==> config.mk <==
export PLATFORM = sky130hd
export DESIGN_NAME = wdt_core
export DESIGN_NICKNAME = d
export VERILOG_FILES = /design/src/wdt_pkg.sv /design/src/wdt_evt_if.sv /design/src/wdt_tick.sv /design/src/wdt_irq.sv /design/src/wdt_core.sv
export VERILOG_INCLUDE_DIRS = /design/src
export SDC_FILE = /design/constraint.sdc
export NUM_CORES = 1
export LEC_CHECK = 0
export ABC_AREA = 1
export BUFFER_PORTS_ARGS = -buffer_cell sky130_fd_sc_hd__buf_4
export CELL_PAD_IN_SITES_DETAIL_PLACEMENT = 0
export CELL_PAD_IN_SITES_GLOBAL_PLACEMENT = 1
export CORE_MARGIN = 1.5
export CORE_UTILIZATION = 40
export DETAILED_ROUTE_END_ITERATION = 16
export PLACE_DENSITY = 0.83
export SETUP_SLACK_MARGIN = 0.2
export SLEW_MARGIN = 0
export SYNTH_ARGS = -nofsm -noshare
export SYNTH_HDL_FRONTEND = slang
export SYNTH_HIERARCHICAL = 1
export SYNTH_SLANG_ARGS = --single-unit
==> constraint.sdc <==
create_clock -name sys_clk_i -period 8.08 [get_ports sys_clk_i]
set_input_delay 0.808 -clock sys_clk_i [delete_from_list [all_inputs] [get_ports sys_clk_i]]
set_output_delay 0.808 -clock sys_clk_i [all_outputs]
set_load 0.1 [all_outputs]
==> src/wdt_map.svh <==
`ifndef WDT_MAP_SVH
`define WDT_MAP_SVH

// ****************************************************************
// Register offsets
// ****************************************************************
`define WDT_OFS_CTRL 8'h00
`define WDT_OFS_CTRL_CLR 8'h04
`define WDT_OFS_CTRL_SET 8'h08
`define WDT_OFS_CTRL_INV 8'h0c
`define WDT_OFS_INT_STAT 8'h10
`define WDT_OFS_INT_MASK 8'h14

// ****************************************************************
// Field positions and reset values
// ****************************************************************
`define WDT_BIT_ON 15
`define WDT_BIT_PS_LSB 2
`define WDT_BIT_PS_MSB 6
`define WDT_BIT_WIN 1
`define WDT_BIT_CLR 0
`define WDT_CTRL_WMASK 32'h0000_8003
`define WDT_RST_CTRL 32'h0000_0000
`define WDT_EV_TIMEOUT 0
`define WDT_EV_WINFAULT 1
`define WDT_NUM_EV 2
`define WDT_RST_MASK 2'h0

// ****************************************************************
// Timing
// ****************************************************************
`define WDT_WIN_SHIFT 2
`define WDT_PULSE_CYCLES 4'h1

`endif

==> src/wdt_pkg.sv <==
package wdt_pkg;

	typedef enum logic [1:0] {
		WDT_ST_OFF,
		WDT_ST_RUN,
		WDT_ST_FIRE
	} wdt_state_t;

	typedef enum logic [1:0] {
		WDT_AL_BASE,
		WDT_AL_CLR,
		WDT_AL_SET,
		WDT_AL_INV
	} wdt_alias_t;

endpackage

==> src/wdt_evt_if.sv <==
`timescale 1ns/1ns
`include "wdt_map.svh"

interface wdt_evt_if;
	logic tick;
	logic [`WDT_NUM_EV-1:0] ev;
	logic [`WDT_NUM_EV-1:0] w1c;
	logic mask_we;
	logic [`WDT_NUM_EV-1:0] mask_d;
	logic [`WDT_NUM_EV-1:0] stat;
	logic [`WDT_NUM_EV-1:0] mask;
	logic irq;

	modport tick_src (
		output tick
	);

	modport irq_side (
		input ev,
		input w1c,
		input mask_we,
		input mask_d,
		output stat,
		output mask,
		output irq
	);

	modport core (
		input tick,
		output ev,
		output w1c,
		output mask_we,
		output mask_d,
		input stat,
		input mask,
		input irq
	);
endinterface

==> src/wdt_tick.sv <==
`timescale 1ns/1ns

module wdt_tick (
	input wire logic sys_clk_i,
	input wire logic nrst_i,
	input wire logic low_power_rc_clock_i,
	wdt_evt_if.tick_src evt
);

	logic rc_prev_r;
	logic tick_r;

	// ****************************************************************
	// Slow clock edge detect
	// ****************************************************************
	// The slow oscillator is sampled, so its period must exceed two
	// system clocks for every edge to be seen.
	always_ff @(posedge sys_clk_i)
	begin
		if (!nrst_i)
		begin
			rc_prev_r <= 1'h0;
			tick_r <= 1'h0;
		end
		else
		begin
			rc_prev_r <= low_power_rc_clock_i;
			tick_r <= low_power_rc_clock_i & ~rc_prev_r;
		end
	end

	assign evt.tick = tick_r;

endmodule // wdt_tick

==> src/wdt_irq.sv <==
`timescale 1ns/1ns
`include "wdt_map.svh"

module wdt_irq (
	input wire logic sys_clk_i,
	input wire logic nrst_i,
	wdt_evt_if.irq_side evt
);

	logic [`WDT_NUM_EV-1:0] stat_r;
	logic [`WDT_NUM_EV-1:0] mask_r;
	logic irq_r;

	// ****************************************************************
	// Sticky status
	// ****************************************************************
	genvar g;
	generate
		for (g = 0; g < `WDT_NUM_EV; g++)
		begin : g_stat
			// A new event beats a clear in the same cycle.
			always_ff @(posedge sys_clk_i)
			begin
				if (!nrst_i)
					stat_r[g] <= 1'h0;
				else if (evt.ev[g])
					stat_r[g] <= 1'h1;
				else if (evt.w1c[g])
					stat_r[g] <= 1'h0;
			end
		end
	endgenerate

	always_ff @(posedge sys_clk_i)
	begin
		if (!nrst_i)
			mask_r <= `WDT_RST_MASK;
		else if (evt.mask_we)
			mask_r <= evt.mask_d;
	end

	always_ff @(posedge sys_clk_i)
	begin
		if (!nrst_i)
			irq_r <= 1'h0;
		else
			irq_r <= |(stat_r & mask_r);
	end

	assign evt.stat = stat_r;
	assign evt.mask = mask_r;
	assign evt.irq = irq_r;

endmodule // wdt_irq

==> src/wdt_core.sv <==
`timescale 1ns/1ns
`include "wdt_map.svh"

// Function
// - Counter advances only on edges of the slow RC oscillator.
// - Running watchdog resets the device if not cleared before time-out.
// - Time-out length is chosen by a postscaler code.
// - Time-out during sleep or idle wakes the device instead.
// - Writing one to bit 15 starts the watchdog.
// - Writing zero stops only a software-enabled watchdog.
// - Bit 15 reads one whenever the watchdog runs.
// - Bits 6 to 2 shadow the configured postscaler, loaded at reset.
// - Bit 1 selects windowed mode; reset value zero.
// - Writing one to bit 0 clears the counter.
// - Writing zero to bit 0 does nothing.
// - Clear, set and invert aliases sit at offsets 4, 8 and 12.
// - Unused control bits read zero and ignore writes.
module wdt_core (
	input wire logic sys_clk_i,
	input wire logic nrst_i,
	input wire logic [7:0] addr_i,
	input wire logic [31:0] wdata_i,
	input wire logic wr_i,
	input wire logic rd_i,
	output logic [31:0] rdata_o,
	input wire logic low_power_rc_clock_i,
	input wire logic cfg_enable_i,
	input wire logic [4:0] configured_postscale_i,
	input wire logic sleep_idle_i,
	output logic dev_reset_o,
	output logic wake_o,
	output logic irq_o
);

	wdt_evt_if evt ();

	wdt_pkg::wdt_state_t state_r;
	wdt_pkg::wdt_state_t state_nxt;
	wdt_pkg::wdt_alias_t alias_w;

	logic sw_on_r;
	logic win_r;
	logic [4:0] postscale_shadow_r;
	logic [31:0] cnt_r;
	logic [31:0] limit_w;
	logic [31:0] open_w;
	logic running_w;
	logic [31:0] ctrl_rd_w;
	logic [31:0] ctrl_nxt;
	logic ctrl_we_w;
	logic clr_req_w;
	logic early_w;
	logic expire_w;
	logic dev_reset_r;
	logic wake_r;
	logic [31:0] rdata_r;

	localparam logic [31:0] ctrl_rst_val = `WDT_RST_CTRL;

	// ****************************************************************
	// Helpers
	// ****************************************************************
	wdt_tick u_tick (
		.sys_clk_i(sys_clk_i),
		.nrst_i(nrst_i),
		.low_power_rc_clock_i(low_power_rc_clock_i),
		.evt(evt.tick_src)
	);

	wdt_irq u_irq (
		.sys_clk_i(sys_clk_i),
		.nrst_i(nrst_i),
		.evt(evt.irq_side)
	);

	// ****************************************************************
	// Control register view and alias decode
	// ****************************************************************
	assign running_w = cfg_enable_i | sw_on_r;

	always_comb
	begin
		ctrl_rd_w = 32'h0000_0000;
		ctrl_rd_w[`WDT_BIT_ON] = running_w;
		ctrl_rd_w[`WDT_BIT_PS_MSB:`WDT_BIT_PS_LSB] = postscale_shadow_r;
		ctrl_rd_w[`WDT_BIT_WIN] = win_r;
	end

	always_comb
	begin
		alias_w = wdt_pkg::WDT_AL_BASE;
		ctrl_we_w = 1'h0;
		unique case (addr_i)
			`WDT_OFS_CTRL:
			begin
				alias_w = wdt_pkg::WDT_AL_BASE;
				ctrl_we_w = wr_i;
			end
			`WDT_OFS_CTRL_CLR:
			begin
				alias_w = wdt_pkg::WDT_AL_CLR;
				ctrl_we_w = wr_i;
			end
			`WDT_OFS_CTRL_SET:
			begin
				alias_w = wdt_pkg::WDT_AL_SET;
				ctrl_we_w = wr_i;
			end
			`WDT_OFS_CTRL_INV:
			begin
				alias_w = wdt_pkg::WDT_AL_INV;
				ctrl_we_w = wr_i;
			end
			default:
			begin
				alias_w = wdt_pkg::WDT_AL_BASE;
				ctrl_we_w = 1'h0;
			end
		endcase
	end

	// The ON bit as read stays set under configuration enable, so an
	// alias clear or invert sets the software request unless its data has bit 15, which drops it.
	always_comb
	begin
		unique case (alias_w)
			wdt_pkg::WDT_AL_BASE: ctrl_nxt = wdata_i;
			wdt_pkg::WDT_AL_CLR: ctrl_nxt = ctrl_rd_w & ~wdata_i;
			wdt_pkg::WDT_AL_SET: ctrl_nxt = ctrl_rd_w | wdata_i;
			wdt_pkg::WDT_AL_INV: ctrl_nxt = ctrl_rd_w ^ wdata_i;
		endcase
	end

	// Bit 0 always reads zero, so only a one in the result clears.
	assign clr_req_w = ctrl_we_w & ctrl_nxt[`WDT_BIT_CLR];

	// ****************************************************************
	// Control fields
	// ****************************************************************
	always_ff @(posedge sys_clk_i)
	begin
		if (!nrst_i)
			sw_on_r <= ctrl_rst_val[`WDT_BIT_ON];
		else if (ctrl_we_w)
			sw_on_r <= ctrl_nxt[`WDT_BIT_ON];
	end

	always_ff @(posedge sys_clk_i)
	begin
		if (!nrst_i)
			win_r <= ctrl_rst_val[`WDT_BIT_WIN];
		else if (ctrl_we_w)
			win_r <= ctrl_nxt[`WDT_BIT_WIN];
	end

	// The shadow is read-only and is refreshed only by reset.
	always_ff @(posedge sys_clk_i)
	begin
		if (!nrst_i)
			postscale_shadow_r <= configured_postscale_i;
	end

	// ****************************************************************
	// Time-out and window
	// ****************************************************************
	assign limit_w = 32'h0000_0001 << postscale_shadow_r;
	// The window opens for the last quarter of the period.
	assign open_w = limit_w - (limit_w >> `WDT_WIN_SHIFT);
	assign early_w = clr_req_w & win_r & (cnt_r < open_w);
	assign expire_w = evt.tick & (cnt_r == limit_w - 32'h0000_0001);

	always_comb
	begin
		state_nxt = state_r;
		unique case (state_r)
			wdt_pkg::WDT_ST_OFF:
			begin
				if (running_w)
					state_nxt = wdt_pkg::WDT_ST_RUN;
			end
			wdt_pkg::WDT_ST_RUN:
			begin
				if (!running_w)
					state_nxt = wdt_pkg::WDT_ST_OFF;
				else if (early_w || (expire_w && !clr_req_w))
					state_nxt = wdt_pkg::WDT_ST_FIRE;
			end
			wdt_pkg::WDT_ST_FIRE:
			begin
				state_nxt = running_w ? wdt_pkg::WDT_ST_RUN :
					wdt_pkg::WDT_ST_OFF;
			end
			default:
			begin
				state_nxt = wdt_pkg::WDT_ST_OFF;
			end
		endcase
	end

	always_ff @(posedge sys_clk_i)
	begin
		if (!nrst_i)
			state_r <= wdt_pkg::WDT_ST_OFF;
		else
			state_r <= state_nxt;
	end

	always_ff @(posedge sys_clk_i)
	begin
		if (!nrst_i)
			cnt_r <= 32'h0000_0000;
		else if (state_r != wdt_pkg::WDT_ST_RUN || clr_req_w)
			cnt_r <= 32'h0000_0000;
		else if (expire_w)
			cnt_r <= 32'h0000_0000;
		else if (evt.tick)
			cnt_r <= cnt_r + 32'h0000_0001;
	end

	// ****************************************************************
	// Reset and wake outputs
	// ****************************************************************
	// In sleep a time-out only wakes; a window fault still resets,
	// since it shows software ran when it should not have.
	always_ff @(posedge sys_clk_i)
	begin
		if (!nrst_i)
			dev_reset_r <= 1'h0;
		else
			dev_reset_r <= state_nxt == wdt_pkg::WDT_ST_FIRE &&
				(early_w || !sleep_idle_i);
	end

	always_ff @(posedge sys_clk_i)
	begin
		if (!nrst_i)
			wake_r <= 1'h0;
		else
			wake_r <= state_nxt == wdt_pkg::WDT_ST_FIRE && !early_w &&
				sleep_idle_i;
	end

	// Status follows the firing decision, so a write that also drops the
	// enable never leaves a fault flagged without a reset or wake behind it.
	assign evt.ev[`WDT_EV_TIMEOUT] = state_nxt == wdt_pkg::WDT_ST_FIRE &&
		!early_w;
	assign evt.ev[`WDT_EV_WINFAULT] = state_nxt == wdt_pkg::WDT_ST_FIRE &&
		early_w;

	// ****************************************************************
	// Interrupt registers
	// ****************************************************************
	assign evt.w1c = (wr_i && addr_i == `WDT_OFS_INT_STAT) ?
		wdata_i[`WDT_NUM_EV-1:0] : 2'h0;
	assign evt.mask_we = wr_i && addr_i == `WDT_OFS_INT_MASK;
	assign evt.mask_d = wdata_i[`WDT_NUM_EV-1:0];

	// ****************************************************************
	// Read port
	// ****************************************************************
	always_ff @(posedge sys_clk_i)
	begin
		if (!nrst_i)
			rdata_r <= 32'h0000_0000;
		else if (!rd_i)
			rdata_r <= 32'h0000_0000;
		else
		begin
			unique case (addr_i)
				`WDT_OFS_CTRL,
				`WDT_OFS_CTRL_CLR,
				`WDT_OFS_CTRL_SET,
				`WDT_OFS_CTRL_INV:
					rdata_r <= ctrl_rd_w;
				`WDT_OFS_INT_STAT:
					rdata_r <= {30'h0, evt.stat};
				`WDT_OFS_INT_MASK:
					rdata_r <= {30'h0, evt.mask};
				default:
					rdata_r <= 32'h0000_0000;
			endcase
		end
	end

	assign rdata_o = rdata_r;
	assign dev_reset_o = dev_reset_r;
	assign wake_o = wake_r;
	assign irq_o = evt.irq;

endmodule // wdt_core

**Word level (Yosys, flattened, before mapping)**

Index checks and enable logic that the tools add are counted.

- Mux-type cells: 14
- Bitwise logic cells: 13
- Order comparisons: 1
- Divide/modulo/power cells: 0
- Reductions and logical operators: 22
- Multiply operators: 0
- Shift-type cells: 1
- Eq/ne operators: 13
- Add/sub/neg operators: 3

Operators by type and width:

| cell | count |
|---|---|
| 16-bit case mux with 4 select lines | 1 |
| 16-bit case mux with 3 select lines | 1 |
| 32-bit by 1-bit adder with 32-bit output, second input constant | 1 |
| 32-bit equality test | 1 |
| 32-bit less-than comparator | 1 |
| 1-bit by 5-bit left shift with 32-bit output, first input constant | 1 |
| 32-bit by 1-bit subtractor with 32-bit output, second input constant | 1 |
| 32-bit by 30-bit subtractor with 32-bit output | 1 |
| 16-bit bitwise AND | 1 |
| 8-bit by 4-bit equality test with 1-bit output, second input constant | 2 |
| 8-bit by 5-bit equality test with 1-bit output, second input constant | 2 |
| 16-bit inverter | 1 |
| 16-bit bitwise OR | 1 |
| 16-bit XOR | 1 |
| 2-bit case mux with 3 select lines | 2 |
| 2-bit equality test, second input constant | 4 |
| 8-bit by 3-bit equality test with 1-bit output, second input constant | 1 |
| 8-bit logical NOT | 1 |
| 2-bit two-way mux | 4 |
| 1-bit logical AND | 7 |
| 1-bit two-way mux | 6 |
| 1-bit bitwise AND | 5 |
| 2-bit by 1-bit equality test with 1-bit output, second input constant | 2 |
| 2-bit logical NOT | 2 |
| other kinds (11) | 17 |

- Word-level logic and storage cells: 81
- Register bits: 82
- RAM bits: 0
- Memories kept: 0
- Output and inout port bits: 35
- Bits in read-only memories: 0
- Latch bits: 0
- Input port bits: 52

**Logic depth before layout (Yosys ltp)**

- Depth after elaboration: 14
- Mapped depth: 32
- Mapped depth without buffers: 31

**Cells and area by module**

The synthesis kept the hierarchy.

By module, submodules not included:

| module | sequential area each (µm²) | instances | cells an instance | area each (µm²) |
|---|---|---|---|---|
| wdt_core | 1,071.0 | 1 | 1,014 | 6,471.2 |
| wdt_irq | 100.1 | 1 | 24 | 177.7 |
| wdt_tick | 40.0 | 1 | 5 | 53.8 |

**Worst setup path after synthesis**

Ideal clock, no wire load.

- Kind: register to register
- From: reg postscale_shadow_r[4]
- To: reg u_irq.stat_r[0] (netlist: u_irq/evt.stat[0])
- Path slack: 3.715 ns
- Library setup time: 0.116 ns
- Required time: 7.964 ns
- Path buffers: 2
- Cell stages (with the launch flop): 33
- Period minus slack after synthesis: 4.365 ns
- Data arrival time: 4.249 ns
- Cell sequence: edfxtp_1 > buf_4 > inv_2 > buf_6 > nand4_1 > inv_1 > ha_1 > inv_1 > fa_1 > a21oi_1 > o21ai_1 > a21oi_1 > o21ai_1 > a21boi_0 > o21ai_1 > nand2_1 > nand2_1 > nand2_1 > nand2_1 > ha_1 > nand2_1 > inv_1 > nand3_1 > nor2_1 > inv_1 > nor4b_1 > nand2_1 > nand4_1 > nand2_1 > nand3_1 > inv_1 > inv_1 > a21oi_1

- Longest elaborated chain between the ends: 12
- Elaborated cells on any way between the ends: 17
- Those cells by class: add/sub: 2; order compare: 1; eq/ne: 2; shift: 1; mux: 4; bitwise: 2; reduce/logical: 5

Ends and longest elaborated chain:

| what | line | text |
|---|---|---|
| start, declared | wdt_core.sv:43 | `logic [4:0] postscale_shadow_r;` |
| start signal, assigned | wdt_core.sv:160 | `postscale_shadow_r <= configured_postscale_i;` |
| 1-bit by 5-bit left shift with 32-bit output (*) | wdt_core.sv:166 | `assign limit_w = 32'h0000_0001 << postscale_shadow_r;` |
| parallel branches: the longest is 9 deep, another holds 32-bit by 30-bit subtractor with 32-bit output | - |  |
| 1-bit logical AND (*) | wdt_core.sv:245 | `` assign evt.ev[`WDT_EV_TIMEOUT] = state_nxt == wdt_pkg::WDT_ST_FIRE && `` |
| named net evt.ev[0] | wdt_evt_if.sv:6 | `` logic [`WDT_NUM_EV-1:0] ev; `` |
| 1-bit two-way mux or 2-bit nonzero test (tied branches) | - |  |
| end signal, assigned by index | wdt_irq.sv:25 | `stat_r[g] <= 1'h0;` |
| end signal, assigned by index | wdt_irq.sv:27 | `stat_r[g] <= 1'h1;` |
| end signal, assigned by index | wdt_irq.sv:29 | `stat_r[g] <= 1'h0;` |
| end, declared | wdt_irq.sv:10 | `` logic [`WDT_NUM_EV-1:0] stat_r; `` |

Mark *: on every way through the listed nets, which the timed path passes.
A chain may end at the register's enable or synchronous reset.

**Worst setup path after layout**

- From: reg postscale_shadow_r[2]
- To: reg u_irq.stat_r[0] (netlist: u_irq/evt.stat[0])

The elaborated chain is that of the path after synthesis.

==> results.py <==
metrics = {
    "layout": {
        "final_cell_mix": "nand2_1 (230), inv_1 (144), nor2_1 (122)",
        "antenna_cells": 0,
        "nNetsFinal": 1196,
        "area_growth_pct": 9.60,
        "postLayoutCoreUtil_pct": 44.6,
        "fin_cells": 1296,
        "drive_gt1_share_pct": 8.46,
        "multi_input_area_um2": 4710,
        "mostFrequentLayoutCell": "nand2_1",
        "stdcell_area_um2": 7350,
        "seqCellArea_um2": 1210,
        "num-fill-cells": 1802,
    },
    "floorplan": {
        "start_util_pct": 40.7,
        "die_h_um": 132,
        "dieArea_um2": 17500,
        "placementRows": 47,
        "die_x_um": 132,
        "core_area_um2": 16500,
        "num_io_pins": 87,
    },
    "clock_tree": {
        "clkLatencyLatePin_ns": 0.34,
        "root_buffer": "clkbuf_16",
        "cts_tree": "built",
        "cts_buffer_depth": 2,
        "clk_pin_slew_ns": 0.05,
        "htreeDepth": 3,
        "post_cts_resized": 0,
        "hold_buffers": 0,
        "clkSinkCount": 58,
        "cts-buffers-inserted": 9,
        "cts_setup_buffers": 0,
    },
    "detailed_routing": {
        "drt_first_pass_iters": 5,
        "routed-via-count": 6638,
        "wirelength_um": 18700,
        "via_per_inst": 5.12,
        "ant_nets": 0,
        "wl_per_cell_um": 14.4,
        "drtIter0Drc": 448,
        "route.detailed.drc": 0,
    },
    "setup_path": {
        "ff2ff_setup_slack_ns": 1.98,
        "worst_setup_path_start_kind": "flip-flop",
        "cp_slowest_stage_delay_ns": 0.87,
        "crit_required_ns": 8.30,
        "cpMostUsedCell": "nand2_1",
        "end_kind": "flip-flop",
        "critical_path.max_fanout": 17,
        "cp.arrival_ns": 6.32,
        "r2r_end": "u_irq/evt.stat[0]",
        "rr_worst_depth": 29,
        "critPathSlowestCell": "edfxtp_1",
        "crit_type": "reg -> reg",
        "reg2reg_from": "postscale_shadow_r[2]",
    },
    "power_and_ir_drop": {
        "p_int_mw": 0.686,
        "power_switching_mw": 0.447,
        "power_leakage_nw": 3.81,
        "power_frac_comb_pct": 36.5,
        "swShare_pct": 39.5,
        "power.density_nw_per_um2": 154,
        "power_frac_seq_pct": 26.9,
        "vdd_drop_max_mv": 0.103,
        "clkPwrFrac_pct": 36.6,
    },
    "sta": {
        "fin_crit_ns": 6.10,
        "period_share_pct": 75.5,
        "finClkSkew_ns": 0.00953,
        "hold_violations": 0,
        "drv_slew": 0,
        "setup_viol": 0,
        "worst_pin_slew_ns": 1.10,
        "slew_headroom_pct": 26.2,
        "fmax_ghz": 0.164,
        "rsz0062_at_grt": "no",
        "finalSetupTns_ns": 0,
    },
    "worst_hold_path": {
        "holdPathEnd": "u_tick/evt.tick",
        "holdPathStages": 1,
        "worstHoldStart": "u_tick/rc_prev_r",
        "min-delay-path-class": "reg -> reg",
    },
    "placement": {
        "placed_area_um2": 7020,
        "port_buffers": 33,
        "globalplace.congestion": 0.879,
        "placed_cells": 1280,
        "place_hpwl_um": 15100,
    },
    "global_route": {
        "grt_overflow": 0,
        "grt_pass1_wl_um": 31200,
        "grt_max_degree": 33,
        "grt_pass1_vias": 6227,
        "antenna_found_initial": 0,
        "track_usage_pct": 21.9,
    },
    "synth": {
        "synth-seq-cells": 58,
        "synthCells": 1043,
        "synth-main-ff-cell": "dfxtp_1",
        "ys_warn_count": 6,
        "syn_area_um2": 6700,
        "synth.distinct_cells": 51,
        "synth_edf_count": 5,
        "seq_area_frac_synth_pct": 18.1,
        "synth_async_sr_flop_share_pct": 0,
        "syn_avg_cell_area_um2": 6.43,
    },
    "job": {
        "maxCapViolCount": 0,
    },
    "status": {
        "outcome": "finished, final reports clean",
    },
}
cell type report:
type / count / area share [%]
multi-input cells: 816 / 64.1
inverters: 152 / 7.77
repair buffers: 34 / 3.47
clock inverters: 6 / 0.971
well taps: 220 / 3.75
clock buffers: 10 / 3.41
flip-flops and latches: 58 / 16.5
worst max-delay path, delay by kind of cell, from the launching register on:
family	cells	cell delay [ns]
adders and majority gates	2	0.69
and+or+nand+nor	14	2.09
AOI/OAI and AO/OA	8	1.78
DFF	1	0.87
buffers and inverters	5	0.58
how the worst max path moves through the flow:
stage	end	startpoint	cells after the start	slack [ns]
2_1_floorplan	u_irq/evt.stat[0]	postscale_shadow_r[4]	32	3.72
3_3_place_gp	u_irq/evt.stat[0]	postscale_shadow_r[2]	29	2.12
3_5_place_dp	u_irq/evt.stat[0]	postscale_shadow_r[2]	29	2.12
4_1_cts	u_irq/evt.stat[0]	postscale_shadow_r[2]	29	2.08
5_1_grt	u_irq/evt.stat[0]	postscale_shadow_r[2]	29	1.43
6_report	u_irq/evt.stat[0]	postscale_shadow_r[2]	29	1.98
metal layers:
layer	vias to the layer above	track usage (%)	wire length, um
met1	2995	30.0	9070
met5	-	0	0
li1	3457	-	-
met3	29	2.87	766
met2	157	36.6	8570
met4	0	5.49	314
Yosys cell counts (2+ instances only):
| master | count | share of area, % |
|---|---|---|
| buf_4 | 29 | 3.2 |
| a21boi_0 | 4 | 0.45 |
| nand4_2 | 6 | 1.1 |
| buf_6 | 4 | 0.67 |
| xnor2_1 | 21 | 2.7 |
| nor3_1 | 24 | 1.8 |
| nand4_1 | 35 | 3.3 |
| o21ai_0 | 27 | 2.0 |
| nor2_2 | 7 | 0.65 |
| xor2_1 | 39 | 5.1 |
| nor2_4 | 3 | 0.50 |
| or3_1 | 2 | 0.19 |
| o21bai_1 | 4 | 0.45 |
| buf_2 | 5 | 0.37 |
| nor2_1 | 122 | 6.8 |
| a21oi_1 | 59 | 4.4 |
| a31oi_1 | 11 | 1.0 |
| nand2_2 | 3 | 0.28 |
| o21ai_1 | 4 | 0.30 |
| nand3_2 | 3 | 0.45 |
| nand3_1 | 70 | 5.2 |
| edfxtp_1 | 5 | 2.2 |
| or2_2 | 3 | 0.28 |
| o211ai_1 | 3 | 0.34 |
| a41oi_1 | 3 | 0.39 |
| inv_2 | 7 | 0.39 |
| a21o_1 | 5 | 0.56 |
| nand2_1 | 230 | 13 |
| nor3_2 | 6 | 0.90 |
| dfxtp_1 | 53 | 16 |
| nor4_1 | 6 | 0.56 |
| clkbuf_1 | 2 | 0.11 |
| nand3b_1 | 2 | 0.22 |
| inv_1 | 144 | 8.1 |
| nor3b_1 | 2 | 0.22 |
| ha_1 | 72 | 13 |
| a221oi_1 | 4 | 0.52 |
power groups by stage:
stage               Clock [mW]  Combinational [mW]  Sequential [mW]
CTS                      0.423               0.412            0.305
global route             0.434               0.466            0.306
global placement             0               0.407            0.311
finish                   0.415               0.414            0.305
floorplan                    0               0.344            0.302
detailed placement           0               0.410            0.311
stage by stage:
step | setup WS [ns] | power (mW) | hold WS, ns
after detailed placement | 2.12 | 0.722 | 0.387
after global routing | 1.43 | 1.21 | 0.407
after floorplan | 3.72 | 0.647 | 0.384
after CTS | 2.08 | 1.14 | 0.395
final | 1.98 | 1.13 | 0.394
after global placement | 2.12 | 0.718 | 0.386
kinds of logic (layout without fill, tap and decap cells):
| family | count (synthesis) | count (layout) | share of synthesized area (%) |
|---|---|---|---|
| other | 1 | 24 | 0.0559 |
| buffers and inverters | 192 | 202 | 12.9 |
| adders and majority gates | 73 | 73 | 13.7 |
| AOI/OAI and AO/OA | 129 | 129 | 11.0 |
| DFF | 58 | 58 | 18.1 |
| xor gates and xnor gates | 60 | 60 | 7.84 |
| and+or+nand+nor | 530 | 530 | 36.3 |
sequential cells by signal, indices dropped and copies added, names as in the netlist:
register	cells
win_r	1
sw_on_r	1
wake_o	1
u_irq/evt.mask	2
u_tick/evt.tick	1
cnt_r	32
dev_reset_o	1
u_tick/rc_prev_r	1
postscale_shadow_r	5
u_irq/evt.irq	1
rdata_o	8
state_r	2
u_irq/evt.stat	2
No activity file was read; power rests on OpenSTA's default activity.
